**src/inc/stop_seq_pkg.sv**
```systemverilog
// constants and types of the stop sequence selection
package stop_seq_pkg;

    // *************************************************
    // setting encodings and defaults
    // *************************************************
    localparam logic [1:0]  OT_MODE_DIR      = 2'h0;    // limits inhibit own way
    localparam logic [1:0]  OT_MODE_IGNORE   = 2'h1;    // limits ignored (default)
    localparam logic [1:0]  OT_MODE_ERROR    = 2'h2;    // limits raise an error
    localparam logic [1:0]  OT_SEQ_DEFAULT   = 2'h0;
    localparam logic [1:0]  OT_SEQ_MAX       = 2'h2;
    localparam logic [1:0]  OT_SEQ_ESTOP     = 2'h2;
    localparam logic [1:0]  OT_SEQ_ZEROTQ    = 2'h1;
    localparam logic [3:0]  SEQ_DEFAULT      = 4'h0;    // servo-off/power-loss
    localparam logic [3:0]  SEQ_MAX          = 4'h9;
    localparam logic [3:0]  SEQ_HOLD_LO      = 4'h4;
    localparam logic [3:0]  SEQ_HOLD_HI      = 4'h7;
    localparam logic [3:0]  SEQ_ESTOP_DB     = 4'h8;
    localparam logic [3:0]  SEQ_ESTOP_FREE   = 4'h9;
    localparam logic [2:0]  ALARM_ESTOP_LO   = 3'h4;    // alarm estop range start
    localparam int          SEQ_DECEL_BIT    = 0;       // bit 0 set: free-run while decelerating
    localparam int          SEQ_AFTER_BIT    = 1;       // bit 1 set: free-run after stop
    localparam logic        UV_TRIP_DEFAULT  = 1'b1;

    // *************************************************
    // detection time and speed figures
    // *************************************************
    localparam logic [10:0] DETECT_MIN       = 11'h046;  // 70 ms, also the default
    localparam logic [10:0] DETECT_MAX       = 11'h7D0;  // 2000 ms, detection disabled
    localparam logic [10:0] DETECT_NO_UV     = 11'h3E8;  // 1000 ms, trip selection ignored
    localparam int          CLOCK_MHZ        = 125;
    localparam int          DETECT_STEP_US   = 1000;     // one detection step
    localparam int          CYCLES_PER_MS    = CLOCK_MHZ * DETECT_STEP_US;
    localparam logic [15:0] STOP_SPEED_RPM   = 16'h001E; // 30 r/min ends deceleration

    // *************************************************
    // braking action driven to the power stage
    // *************************************************
    typedef enum logic [1:0] {
        ACT_RUN,
        ACT_DBRAKE,
        ACT_FREE,
        ACT_ESTOP
    } brake_act_t;

    typedef enum logic [2:0] {
        CAUSE_NONE,
        CAUSE_OVERTRAVEL,
        CAUSE_SERVO_OFF,
        CAUSE_POWER_LOSS,
        CAUSE_ALARM
    } stop_cause_t;

endpackage

```
**src/hw/ms_ticker.sv**
```systemverilog
// millisecond tick generator from the control clock
`timescale 1ns/10ps
`default_nettype none
module ms_ticker #(
    parameter int unsigned CYCLES = 125000
) (
    input  wire logic clock,
    input  wire logic nrst,
    input  wire logic enable,
    output logic      tick
);
    logic [16:0] count;

    // free-running divider, one tick per ms
    always_ff @(posedge clock or negedge nrst) begin
        if (!nrst) begin
            count <= '0;
            tick  <= 1'b0;
        end else if (enable) begin
            if (count == 17'(CYCLES - 1)) begin
                count <= '0;
                tick  <= 1'b1;
            end else begin
                count <= count + 17'h00001;
                tick  <= 1'b0;
            end
        end
    end
endmodule // ms_ticker
`default_nettype wire

```
**src/hw/seq_decode.sv**
```systemverilog
// decoder of the ten-way servo-off / power-loss sequence setting
`timescale 1ns/10ps
`default_nettype none
module seq_decode (
    input  wire logic [3:0] setting,
    output logic            decelFree,
    output logic            afterFree,
    output logic            decelEstop,
    output logic            clearDev
);
    import stop_seq_pkg::*;
    logic [3:0] sel;

    // out-of-range settings act as default
    always_comb begin
        sel        = (setting > SEQ_MAX) ? SEQ_DEFAULT : setting;
        decelEstop = (sel == SEQ_ESTOP_DB) || (sel == SEQ_ESTOP_FREE);
        decelFree  = !decelEstop && sel[SEQ_DECEL_BIT];
        afterFree  = decelEstop ? (sel == SEQ_ESTOP_FREE) : sel[SEQ_AFTER_BIT];
        clearDev   = !((sel >= SEQ_HOLD_LO) && (sel <= SEQ_HOLD_HI));
    end
endmodule // seq_decode
`default_nettype wire

```
**src/hw/servo_stop_sequence_select.sv**
```systemverilog
// stop sequence selection: over-travel, servo-off, main power loss and alarm
// Operation
// - mode 0 limits inhibit own direction, mode 1 ignores, default 1
// - mode 2: any limit input raises the limit input error
// - over-travel sequence 0..2, default 0, used only in mode 0
// - over-travel: zero torque inhibited way; DB/zero/estop decel; 2 clears deviation
// - servo-off sequence 0..9 picks brake/free-run and clear/hold deviation
// - a clearing sequence drives the deviation to zero
// - held deviation keeps accumulating; excess raises the excess deviation error
// - emergency stop runs with servo on, torque capped by its limit setting
// - deceleration ends below 30 r/min; afterwards treated as stopped
// - error during servo-off follows the alarm sequence
// - power loss during servo-off follows the power-loss sequence
// - power-loss sequence 0..9, default 0, same encoding as servo-off
// - error while main power is off follows the alarm sequence
// - trip select 1: loss at servo-on trips undervoltage, alarm sequence
// - trip select 0: no error, servo off, auto servo-on after restore
// - loss recognised only after lasting the detection time continuously
// - trip selection ignored when detection time equals 1000
// - bus voltage low before detection raises undervoltage error always
// - detection time 70..2000 ms steps, 2000 disables detection
// - mode, over-travel sequence, detection time latched at control power-on
// - alarm sequence 0..7 selects decel and after-stop behaviour
// - alarm 4..7: estop if alarm needs it; deviation held, cleared on cancel
`timescale 1ns/10ps
`default_nettype none
module servo_stop_sequence_select (
    input  wire logic                      clock,
    input  wire logic                      nrst,
    input  wire logic                      clockEnable,
    input  wire logic                      servoOnRequest,
    input  wire logic                      positive_limit_input,
    input  wire logic                      negativeLimitInput,
    input  wire logic                      mainPowerPresent,
    input  wire logic                      busVoltageLow,
    input  wire logic                      alarmActive,
    input  wire logic                      alarmNeedsEstop,
    input  wire logic                      alarmClear,
    input  wire logic                      deviationExcess,
    input  wire logic [15:0]               motorSpeed,
    input  wire logic [1:0]                overtravel_mode,
    input  wire logic [1:0]                overtravel_stop_sequence,
    input  wire logic [3:0]                servo_off_sequence,
    input  wire logic [3:0]                power_loss_sequence,
    input  wire logic                      undervoltage_trip_select,
    input  wire logic [10:0]               power_loss_detect_time,
    input  wire logic [2:0]                alarm_stop_sequence,
    input  wire logic [9:0]                emergency_torque_limit,
    output stop_seq_pkg::brake_act_t       brakeAction,
    output stop_seq_pkg::stop_cause_t      stopCause,
    output logic                           servoEnergized,
    output logic                           dynamic_brake,
    output logic                           inhibitPositive,
    output logic                           inhibitNegative,
    output logic                           clearDeviation,
    output logic                           estopTorqueActive,
    output logic [9:0]                     estopTorqueLimit,
    output logic                           limit_input_error,
    output logic                           main_undervoltage_error,
    output logic                           excess_deviation_error,
    output logic                           powerLossDetected
);
    import stop_seq_pkg::*;

    // *************************************************
    // settings latched at control power-on
    // *************************************************
    logic [1:0]  otMode;
    logic [1:0]  otSeq;
    logic [10:0] detectTime;
    logic        latched;

    // capture once after reset release
    always_ff @(posedge clock or negedge nrst) begin
        if (!nrst) begin
            latched    <= 1'b0;
            otMode     <= OT_MODE_IGNORE;
            otSeq      <= OT_SEQ_DEFAULT;
            detectTime <= DETECT_MIN;
        end else if (clockEnable && !latched) begin
            latched    <= 1'b1;
            otMode     <= (overtravel_mode > OT_MODE_ERROR) ? OT_MODE_IGNORE
                                                            : overtravel_mode;
            otSeq      <= (overtravel_stop_sequence > OT_SEQ_MAX) ? OT_SEQ_DEFAULT
                                                                  : overtravel_stop_sequence;
            detectTime <= (power_loss_detect_time < DETECT_MIN ||
                           power_loss_detect_time > DETECT_MAX) ? DETECT_MIN
                                                                : power_loss_detect_time;
        end
    end

    // *************************************************
    // sequence decoders
    // *************************************************
    logic soDecelFree, soAfterFree, soEstop, soClear;
    logic plDecelFree, plAfterFree, plEstop, plClear;

    seq_decode servoOffDecode (
        .setting    (servo_off_sequence),
        .decelFree  (soDecelFree),
        .afterFree  (soAfterFree),
        .decelEstop (soEstop),
        .clearDev   (soClear)
    );

    seq_decode powerLossDecode (
        .setting    (power_loss_sequence),
        .decelFree  (plDecelFree),
        .afterFree  (plAfterFree),
        .decelEstop (plEstop),
        .clearDev   (plClear)
    );

    // *************************************************
    // main power loss detection
    // *************************************************
    logic        msTick;
    logic [10:0] lossMs;

    ms_ticker #(
        .CYCLES (CYCLES_PER_MS)
    ) lossTicker (
        .clock  (clock),
        .nrst   (nrst),
        .enable (clockEnable),
        .tick   (msTick)
    );

    // continuous loss time; power return restarts it
    always_ff @(posedge clock or negedge nrst) begin
        if (!nrst) begin
            lossMs            <= '0;
            powerLossDetected <= 1'b0;
        end else if (clockEnable) begin
            if (mainPowerPresent || detectTime == DETECT_MAX) begin
                lossMs            <= '0;
                powerLossDetected <= 1'b0;
            end else begin
                if (msTick && lossMs != DETECT_MAX)
                    lossMs <= lossMs + 11'h001;
                if (lossMs >= detectTime)
                    powerLossDetected <= 1'b1;
            end
        end
    end

    // *************************************************
    // stop speed and alarm sequence decode
    // *************************************************
    logic       stopped;
    logic [2:0] alSel;
    logic       alarmEstop;
    logic       alDecelFree;
    logic       alAfterFree;
    logic       uvTripArmed;

    // below 30 r/min counts as stopped
    always_comb begin
        stopped     = motorSpeed < STOP_SPEED_RPM;
        alSel       = alarm_stop_sequence;
        alarmEstop  = (alSel >= ALARM_ESTOP_LO) && alarmNeedsEstop;
        alDecelFree = alSel[SEQ_DECEL_BIT];
        alAfterFree = alSel[SEQ_AFTER_BIT];
        uvTripArmed = undervoltage_trip_select || detectTime == DETECT_NO_UV;
    end

    // *************************************************
    // error flags
    // *************************************************
    logic anyLimit;
    assign anyLimit = positive_limit_input || negativeLimitInput;

    // errors are sticky until alarm clear; a new cause in the clear cycle wins
    always_ff @(posedge clock or negedge nrst) begin
        if (!nrst) begin
            limit_input_error       <= 1'b0;
            main_undervoltage_error <= 1'b0;
            excess_deviation_error  <= 1'b0;
        end else if (clockEnable) begin
            limit_input_error <= (otMode == OT_MODE_ERROR && anyLimit) ||
                                 (limit_input_error && !alarmClear);
            main_undervoltage_error <=
                (busVoltageLow && !powerLossDetected) ||
                (powerLossDetected && servoEnergized && uvTripArmed) ||
                (main_undervoltage_error && !alarmClear);
            excess_deviation_error <= deviationExcess ||
                                      (excess_deviation_error && !alarmClear);
        end
    end

    // *************************************************
    // stop cause arbitration
    // *************************************************
    logic        anyError;
    logic        otHitPos;
    logic        otHitNeg;
    stop_cause_t next_cause;

    // alarms outrank power loss, which outranks plain servo-off
    always_comb begin
        anyError   = alarmActive || limit_input_error ||
                     main_undervoltage_error || excess_deviation_error;
        otHitPos   = (otMode == OT_MODE_DIR) && positive_limit_input;
        otHitNeg   = (otMode == OT_MODE_DIR) && negativeLimitInput;
        if (anyError)
            next_cause = CAUSE_ALARM;
        else if (powerLossDetected)
            next_cause = CAUSE_POWER_LOSS;
        else if (!servoOnRequest)
            next_cause = CAUSE_SERVO_OFF;
        else if (otHitPos || otHitNeg)
            next_cause = CAUSE_OVERTRAVEL;
        else
            next_cause = CAUSE_NONE;
    end

    // *************************************************
    // braking action selection
    // *************************************************
    brake_act_t next_action;
    logic       next_clear;
    logic       next_inhPos;
    logic       next_inhNeg;

    always_comb begin
        next_action = ACT_RUN;
        next_clear  = 1'b0;
        next_inhPos = 1'b0;
        next_inhNeg = 1'b0;
        case (next_cause)
            CAUSE_OVERTRAVEL: begin
                next_inhPos = otHitPos;
                next_inhNeg = otHitNeg;
                if (stopped)
                    next_action = ACT_RUN;                          // zero torque one way
                else if (otSeq == OT_SEQ_ESTOP)
                    next_action = ACT_ESTOP;
                else if (otSeq == OT_SEQ_ZEROTQ)
                    next_action = ACT_RUN;
                else
                    next_action = ACT_DBRAKE;
                next_clear = (otSeq == OT_SEQ_ESTOP);
            end
            CAUSE_SERVO_OFF: begin
                if (!stopped)
                    next_action = soEstop ? ACT_ESTOP :
                                  (soDecelFree ? ACT_FREE : ACT_DBRAKE);
                else
                    next_action = soAfterFree ? ACT_FREE : ACT_DBRAKE;
                next_clear = soClear;
            end
            CAUSE_POWER_LOSS: begin
                if (!stopped)
                    next_action = plEstop ? ACT_ESTOP :
                                  (plDecelFree ? ACT_FREE : ACT_DBRAKE);
                else
                    next_action = plAfterFree ? ACT_FREE : ACT_DBRAKE;
                next_clear = plClear;
            end
            CAUSE_ALARM: begin
                if (!stopped)
                    next_action = alarmEstop ? ACT_ESTOP :
                                  (alDecelFree ? ACT_FREE : ACT_DBRAKE);
                else
                    next_action = alAfterFree ? ACT_FREE : ACT_DBRAKE;
                next_clear = alarmClear;
            end
            default: begin
                next_action = ACT_RUN;
            end
        endcase
    end

    // *************************************************
    // registered outputs
    // *************************************************
    // power stage outputs are registered so the stage sees glitch-free levels
    always_ff @(posedge clock or negedge nrst) begin
        if (!nrst) begin
            brakeAction       <= ACT_DBRAKE;
            stopCause         <= CAUSE_NONE;
            servoEnergized    <= 1'b0;
            dynamic_brake     <= 1'b1;
            inhibitPositive   <= 1'b0;
            inhibitNegative   <= 1'b0;
            clearDeviation    <= 1'b0;
            estopTorqueActive <= 1'b0;
            estopTorqueLimit  <= '0;
        end else if (clockEnable) begin
            brakeAction       <= next_action;
            stopCause         <= next_cause;
            // estop and zero torque keep the servo energised
            servoEnergized    <= (next_action == ACT_RUN) ||
                                 (next_action == ACT_ESTOP);
            dynamic_brake     <= (next_action == ACT_DBRAKE);
            inhibitPositive   <= next_inhPos;
            inhibitNegative   <= next_inhNeg;
            clearDeviation    <= next_clear;
            estopTorqueActive <= (next_action == ACT_ESTOP);
            estopTorqueLimit  <= emergency_torque_limit;
        end
    end
endmodule // servo_stop_sequence_select
`default_nettype wire

```
**config.mk**
```make
export PLATFORM = sky130hd
export DESIGN_NAME = servo_stop_sequence_select
export DESIGN_NICKNAME = d
export VERILOG_FILES = /design/src/inc/stop_seq_pkg.sv /design/src/hw/ms_ticker.sv /design/src/hw/seq_decode.sv /design/src/hw/servo_stop_sequence_select.sv
export SDC_FILE = /design/constraint.sdc
export NUM_CORES = 1
export LEC_CHECK = 0
export BUFFER_PORTS_ARGS = -buffer_cell sky130_fd_sc_hd__buf_2
export CORE_MARGIN = 10
export CORE_UTILIZATION = 58
export DETAILED_ROUTE_END_ITERATION = 16
export PLACE_DENSITY = 0.89
export SLEW_MARGIN = 40
export SYNTH_ARGS = -nofsm -noshare
export SYNTH_HDL_FRONTEND = slang
export SYNTH_SLANG_ARGS = --single-unit
```
**constraint.sdc**
```tcl
create_clock -name clock -period 3.34 [get_ports clock]
set_input_delay 0.167 -clock clock [delete_from_list [all_inputs] [get_ports clock]]
set_output_delay 0.167 -clock clock [all_outputs]
set_load 0.005 [all_outputs]
```
# == Yosys cells after proc, flatten, opt, wreduce, memory -nomap -nowiden ==
# Cells that the tools add are included.
# Widths: inputs -> output; s select.
# op_classes
add_sub_neg,2
magnitude_cmp,13
eq_ne,17
n_mux,36
n_reduce_logical,44
# op_table
cell,count
$mux 2,18
$mux 11,3
$add 17x1->17 const B,1
$eq 17x17->1 const B,1
$mux 17,1
$eq 4x4->1 const B,4
$logic_and 1x1->1,16
$lt 16x5->1 const B,1
$logic_or 1x1->1,15
$add 11x1->11 const B,1
$eq 11x10->1 const B,1
$eq 11x11->1 const B,1
$ge 11x11->1,1
$gt 11x11->1 const B,1
$lt 11x7->1 const B,1
$ne 11x11->1 const B,1
$mux 1,9
$ge 4x3->1 const B,2
$gt 4x4->1 const B,2
$le 4x3->1 const B,2
$mux 4,2
$pmux 2 s4,1
$logic_not 1->1,7
$eq 2x2->1 const B,3
11 further kinds,17
# totals
ff_bits,70
inputBits,65
output_inout_bits,25
elab_cells,132

# == Longest topological paths before layout ==
# depth
ltp_word,12
mapped_depth,9
depth_no_buf,9

# == By module ==
# From an unflattened synthesis, not the netlist that was laid out.
# hier_totals
cells_unflattened,373
area_unflattened_um2,3743.6
# by_module_without_submodules
mod,instances,cells_per_inst,area_per_inst_um2
servo_stop_sequence_select,1,275,2756.4
ms_ticker,1,88,914.6
seq_decode,2,5,36.3

# == Worst setup path after synthesis ==
# No wires, ideal clock.
# synth_path
path_kind,register to register
startpoint,register limit_input_error
endpoint,register servoEnergized
t_arrival_ps,1897
t_required_ps,3214
setup_slack_ps,1317
stages_incl_launch_ff,6
path_buffers,0
period_less_slack_ps,2023
path_cell_list,dfrtp_1 -> or4_1 -> nor3_1 -> o211a_1 -> nor4_1 -> a221o_1
# synth_via
elab_chain_cells,8
elab_cells_between_ends,12
# synth_rtl
element,line_no,rtl
from (decl),servo_stop_sequence_select.sv:58,"output logic limit_input_error,"
from (signal assigned),servo_stop_sequence_select.sv:180,limit_input_error <= (otMode == OT_MODE_ERROR && anyLimit) ||
$logic_or 1x1->1 (*) (2 in a row),servo_stop_sequence_select.sv:201,anyError = alarmActive || limit_input_error ||
$logic_or 1x1->1 (*),servo_stop_sequence_select.sv:202,main_undervoltage_error || excess_deviation_error;
$mux 3 (*),servo_stop_sequence_select.sv:205,if (anyError)
$eq 3x3->1 (tied with other cells),servo_stop_sequence_select.sv:230,case (next_cause)
$pmux 2 s4 (*),servo_stop_sequence_select.sv:230,
$eq 2x2->1 or $logic_not 2->1 (tied branches),"servo_stop_sequence_select.sv:294, servo_stop_sequence_select.sv:293",
$logic_or 1x1->1 (*),servo_stop_sequence_select.sv:293,servoEnergized <= (next_action == ACT_RUN) ||
to (signal assigned),servo_stop_sequence_select.sv:293,
to (decl),servo_stop_sequence_select.sv:51,"output logic servoEnergized,"
# Every way passes the cells marked *; elsewhere a longest branch is shown, timed or not.
# A chain may end at the register's enable or synchronous reset.

# == Worst setup path after layout ==
# layout_path
startpoint,register detectTime[2]
endpoint,register lossMs[10]
# layout_via
elab_chain_cells,4
elab_cells_between_ends,5
# layout_rtl
element,line_no,rtl
from (decl),servo_stop_sequence_select.sv:70,logic [10:0] detectTime;
from (signal assigned),servo_stop_sequence_select.sv:86,detectTime <= (power_loss_detect_time < DETECT_MIN ||
$eq 11x11->1 (*),servo_stop_sequence_select.sv:135,if (mainPowerPresent || detectTime == DETECT_MAX) begin
$logic_or 1x1->1 (*),servo_stop_sequence_select.sv:135,
$reduce_bool 2->1 (no line),--,
$reduce_and 2->1 (no line),--,
to (signal assigned),servo_stop_sequence_select.sv:140,lossMs <= lossMs + 11'h001;
to (decl),servo_stop_sequence_select.sv:118,logic [10:0] lossMs;
# Marks and branches as above.

==> summary.md <==
| Metric | Value |
|---|---|
| Status | `finished clean` |
| Fin. Hold Viols | `0` |
| Pre-Repair DR Iteration Count | `7` |
| Slew margin rel. | `0.4772` |
| Yosys warning total | `0` |
| Top cells by area, synth | `dfrtp_1 (44%), ha_1 (4.8%), dfstp_2 (4.3%)` |
| Num rows | `28` |
| # setup viols final | `0` |
| Core Region | `6026 um2` |
| Initial DRC Count | `205` |
| Non-filler cells, final | `533` |
| Max-slew violations | `0` |
| Post-synth EDFFs | `0` |
| Routed Antenna Nets | `0` |
| Post-synth top area cell | `dfrtp_1` |
| Synth-to-Final Area Change | `20.01%` |
| Total Neg Setup Slack | `0 ns` |
| Final wirelength | `roughly 9300 um` |
| Vias in the first global route | `3190` |
| Share of the synthesized area in the top cell type | `0.4364` |
| Gr usage total | `0.1900` |
| # Max-Cap Violations | `0` |
| Post-route DRC | `0` |
| CP cell instances | `and4b_1 > a31oi_1 > nor2_1 > buf_4 > o2111ai_1 > nor3_1 > xnor2_1 > nor2_1` |
| Largest net degree at the start of global routing | `35` |
| Port buffer count | `about 90` |
| Crit path launch type | `register` |
| Vias per Instance | `5.904` |
| Syn Area/Cell | `10.25 um2` |
| Clock Path Buffers | `2` |
| Leakage power | `0.002057 uW` |
| Area of the multi-input gates | `1794 um2` |
| Layout cell share with drive strength beyond 1 | `0.2904` |
| Largest stage delay, worst path | `0.53 ns` |
| Predominant post-synthesis flop cell | `dfrtp_1` |
| CP most frequent cell | `nor2_1` |
| Sink Count | `70` |
| Worst-margin pin slew | `~0.77 ns` |
| DR vias | `3147` |
| Reg2reg setup slack | `0.99 ns` |
| Post-layout min period | `2.348 ns` |
| Crit Path Class | `register to register` |
| RSZ-0062 raised after global routing | `no` |
| Synth Cell Area | `3670 um2` |
| Sequential Area | `1759 um2` |
| Highest Clock Rate | `425.9 MHz` |
| CTS Buf Count | `9` |
| Final RePlAce weighted congestion | `0.8890` |
| Worst-path maximum fanout | `12` |
| Drt wl/cell | `17.40 um` |
| Fillers | `443` |
| Crit path DAT | `2.58 ns` |
| Global route overflow | `0` |
| CP max-delay cell | `dfstp_2` |
| Syn_nets | `437` |
| Clock Skew | `0.008776 ns` |
| Ys async rst share | `1.000` |
| Data required, critical path | `3.58 ns` |
| Height of the die | `99.55 um` |
| Fin util | `0.7309` |
| FF+latch count, synth | `70` |
| First-pass GRT wire length | `15440 um` |
| Yosys cell types | `55` |
| Post-CTS Resized | `0` |
| Period Utilization, post-route | `0.7029` |
| Die width | `99.55 um` |
| Seq/Total Area, Yosys | `0.4794` |
| Nets | `534` |
| Dpl cell area | `about 4200 um2` |
| Hold Crit Class | `input pin to register` |
| CTS H-tree lvls | `3` |
| HPWL after detailed placement | `about 7000 um` |
| Clock Pin Slew Worst Setup and Hold Paths | `0.08 ns` |
| IR drop worst, VDD | `0.0003311 V` |
| CTS tree | `done` |
| Placed Cells | `slightly above 500` |
| Initial core utilization | `0.6090` |
| Cell area after layout | `4404 um2` |
| Post-Syn Instances | `358` |
| Ports | `90` |
| Antenna violations before repair | `0` |
| CP endpoint kind | `register` |
| DIE AREA | `9909 um2` |
| WHS | `0.04534 ns` |
| Clock latency on the worst-skew pair | `0.35 ns` |
| CTS root buf | `clkbuf_8` |
| P per Cell Area | `450.6 nW/um2` |
| ANT cells | `0` |
## critical path, delay by kind of cell, from the launching register on
kind	cells	cell delay [ns]
buffers and inverters	1	0.19
XOR/XNOR	1	0.21
AO/OA/AOI/OAI	2	0.84
flip-flops	1	0.53
AND/OR/NAND/NOR	4	0.49
## sequential cells by signal (all words and copies together), names as in the netlist, 2 cells and up
| register | flops |
|---|---|
| otSeq | 2 |
| estopTorqueLimit | 10 |
| brakeAction | 2 |
| otMode | 2 |
| lossTicker.count | 17 |
| stopCause | 3 |
| lossMs | 11 |
| detectTime | 11 |
## repair_timing
item                      CTS  global route
hold buffers                1             0
hold endpoints to repair   66             0
setup buffers               0             0
## cell usage in the layout, fill, tap and decap left out, drive strengths merged, types with 7 or more instances in the layout
cell type / synthesis / layout
inv: 20 / 20
ha: 14 / 14
mux2: 11 / 11
clkbuf: 8 / 10
nand2: 29 / 29
a21oi: 12 / 12
nand4: 11 / 11
dfrtp: 64 / 64
nor3: 12 / 12
buf: 1 / 94
nor4: 8 / 8
nor2: 34 / 34
xnor2: 14 / 14
a22o: 10 / 10
nand3: 11 / 11
o21ai: 15 / 15
xor2: 7 / 7
## logic make-up (layout without fill, tap and decap cells)
group,after synthesis,count (layout),synth area share
muxes,14,14,0.04194
xor gates and xnor gates,21,21,0.05012
AOI/OAI and AO/OA,71,71,0.1442
buffers and inverters,29,129,0.03171
adders and majority gates,14,14,0.04773
DFF,70,70,0.4794
and+or+nand+nor,139,139,0.2049
## stage by stage
stage | total power [uW] | setup WS, ns
after floorplan | 1181 | 1.317
after global placement | 1313 | 1.134
after detailed placement | 1332 | 1.066
after CTS | 1996 | 1.008
after global routing | 2083 | 0.8774
final | 1985 | 0.9923
## power breakdown
group | switching, uW | total [uW] | internal, uW
Sequential | 82.4 | 1020 | 936
Clock | 307 | 662 | 355
Combinational | 152 | 304 | 152
## final cells by class
| cell class | instances | share of cell area |
|---|---|---|
| Tap cell | 75 | 0.02131 |
| Inverter | 20 | 0.01705 |
| Sequential cell | 70 | 0.3994 |
| Multi-Input combinational cell | 259 | 0.4074 |
| Timing Repair Buffer | 95 | 0.1125 |
| Clock buffer | 10 | 0.03125 |
| Clock inverter | 4 | 0.01108 |
## final timing paths
path | start | end | depth (start not counted)
max reg2reg | detectTime[2] | lossMs[10] | 8
max | detectTime[2] | lossMs[10] | 8
min reg2reg | brakeAction[0] | brakeAction[0] | 2
min | emergency_torque_limit[8] | estopTorqueLimit[8] | 2
min in group asynchronous | nrst | stopCause[2] | 2
max in group asynchronous | nrst | detectTime[6] | 3
## routing by layer
metal / part of all wire / global-route usage / routed length, um
met1: 0.40 / 0.2196 / 3746
met2: 0.52 / 0.3277 / 4849
met3: 0.061 / 0.04498 / 569
met4: 0.012 / 0.08159 / 112
met5: 0 / 0 / 0
## Yosys cell counts (2+ instances only)
cell type / instances
dfrtp_1: 64
nor2_1: 33
nand2_1: 29
inv_1: 20
ha_1: 14
o21ai_0: 14
xnor2_1: 14
a21oi_1: 12
nor3_1: 12
mux2_2: 11
nand3_1: 11
nand4_1: 11
a22o_1: 10
clkbuf_1: 8
xor2_1: 7
dfstp_2: 6
nand2b_1: 6
a21o_1: 5
nor4_1: 5
o2bb2ai_1: 5
and3_1: 4
nand4b_1: 4
o211ai_1: 4
mux2i_1: 3
nor3b_1: 3
nor4b_1: 3
a22oi_1: 2
a31oi_1: 2
a32o_1: 2
and4_1: 2
nand3b_1: 2
nor2b_1: 2
nor4_2: 2
o2111ai_1: 2
o22ai_1: 2
or3_1: 2
or4_1: 2
Power figures use the tool's default switching activity.
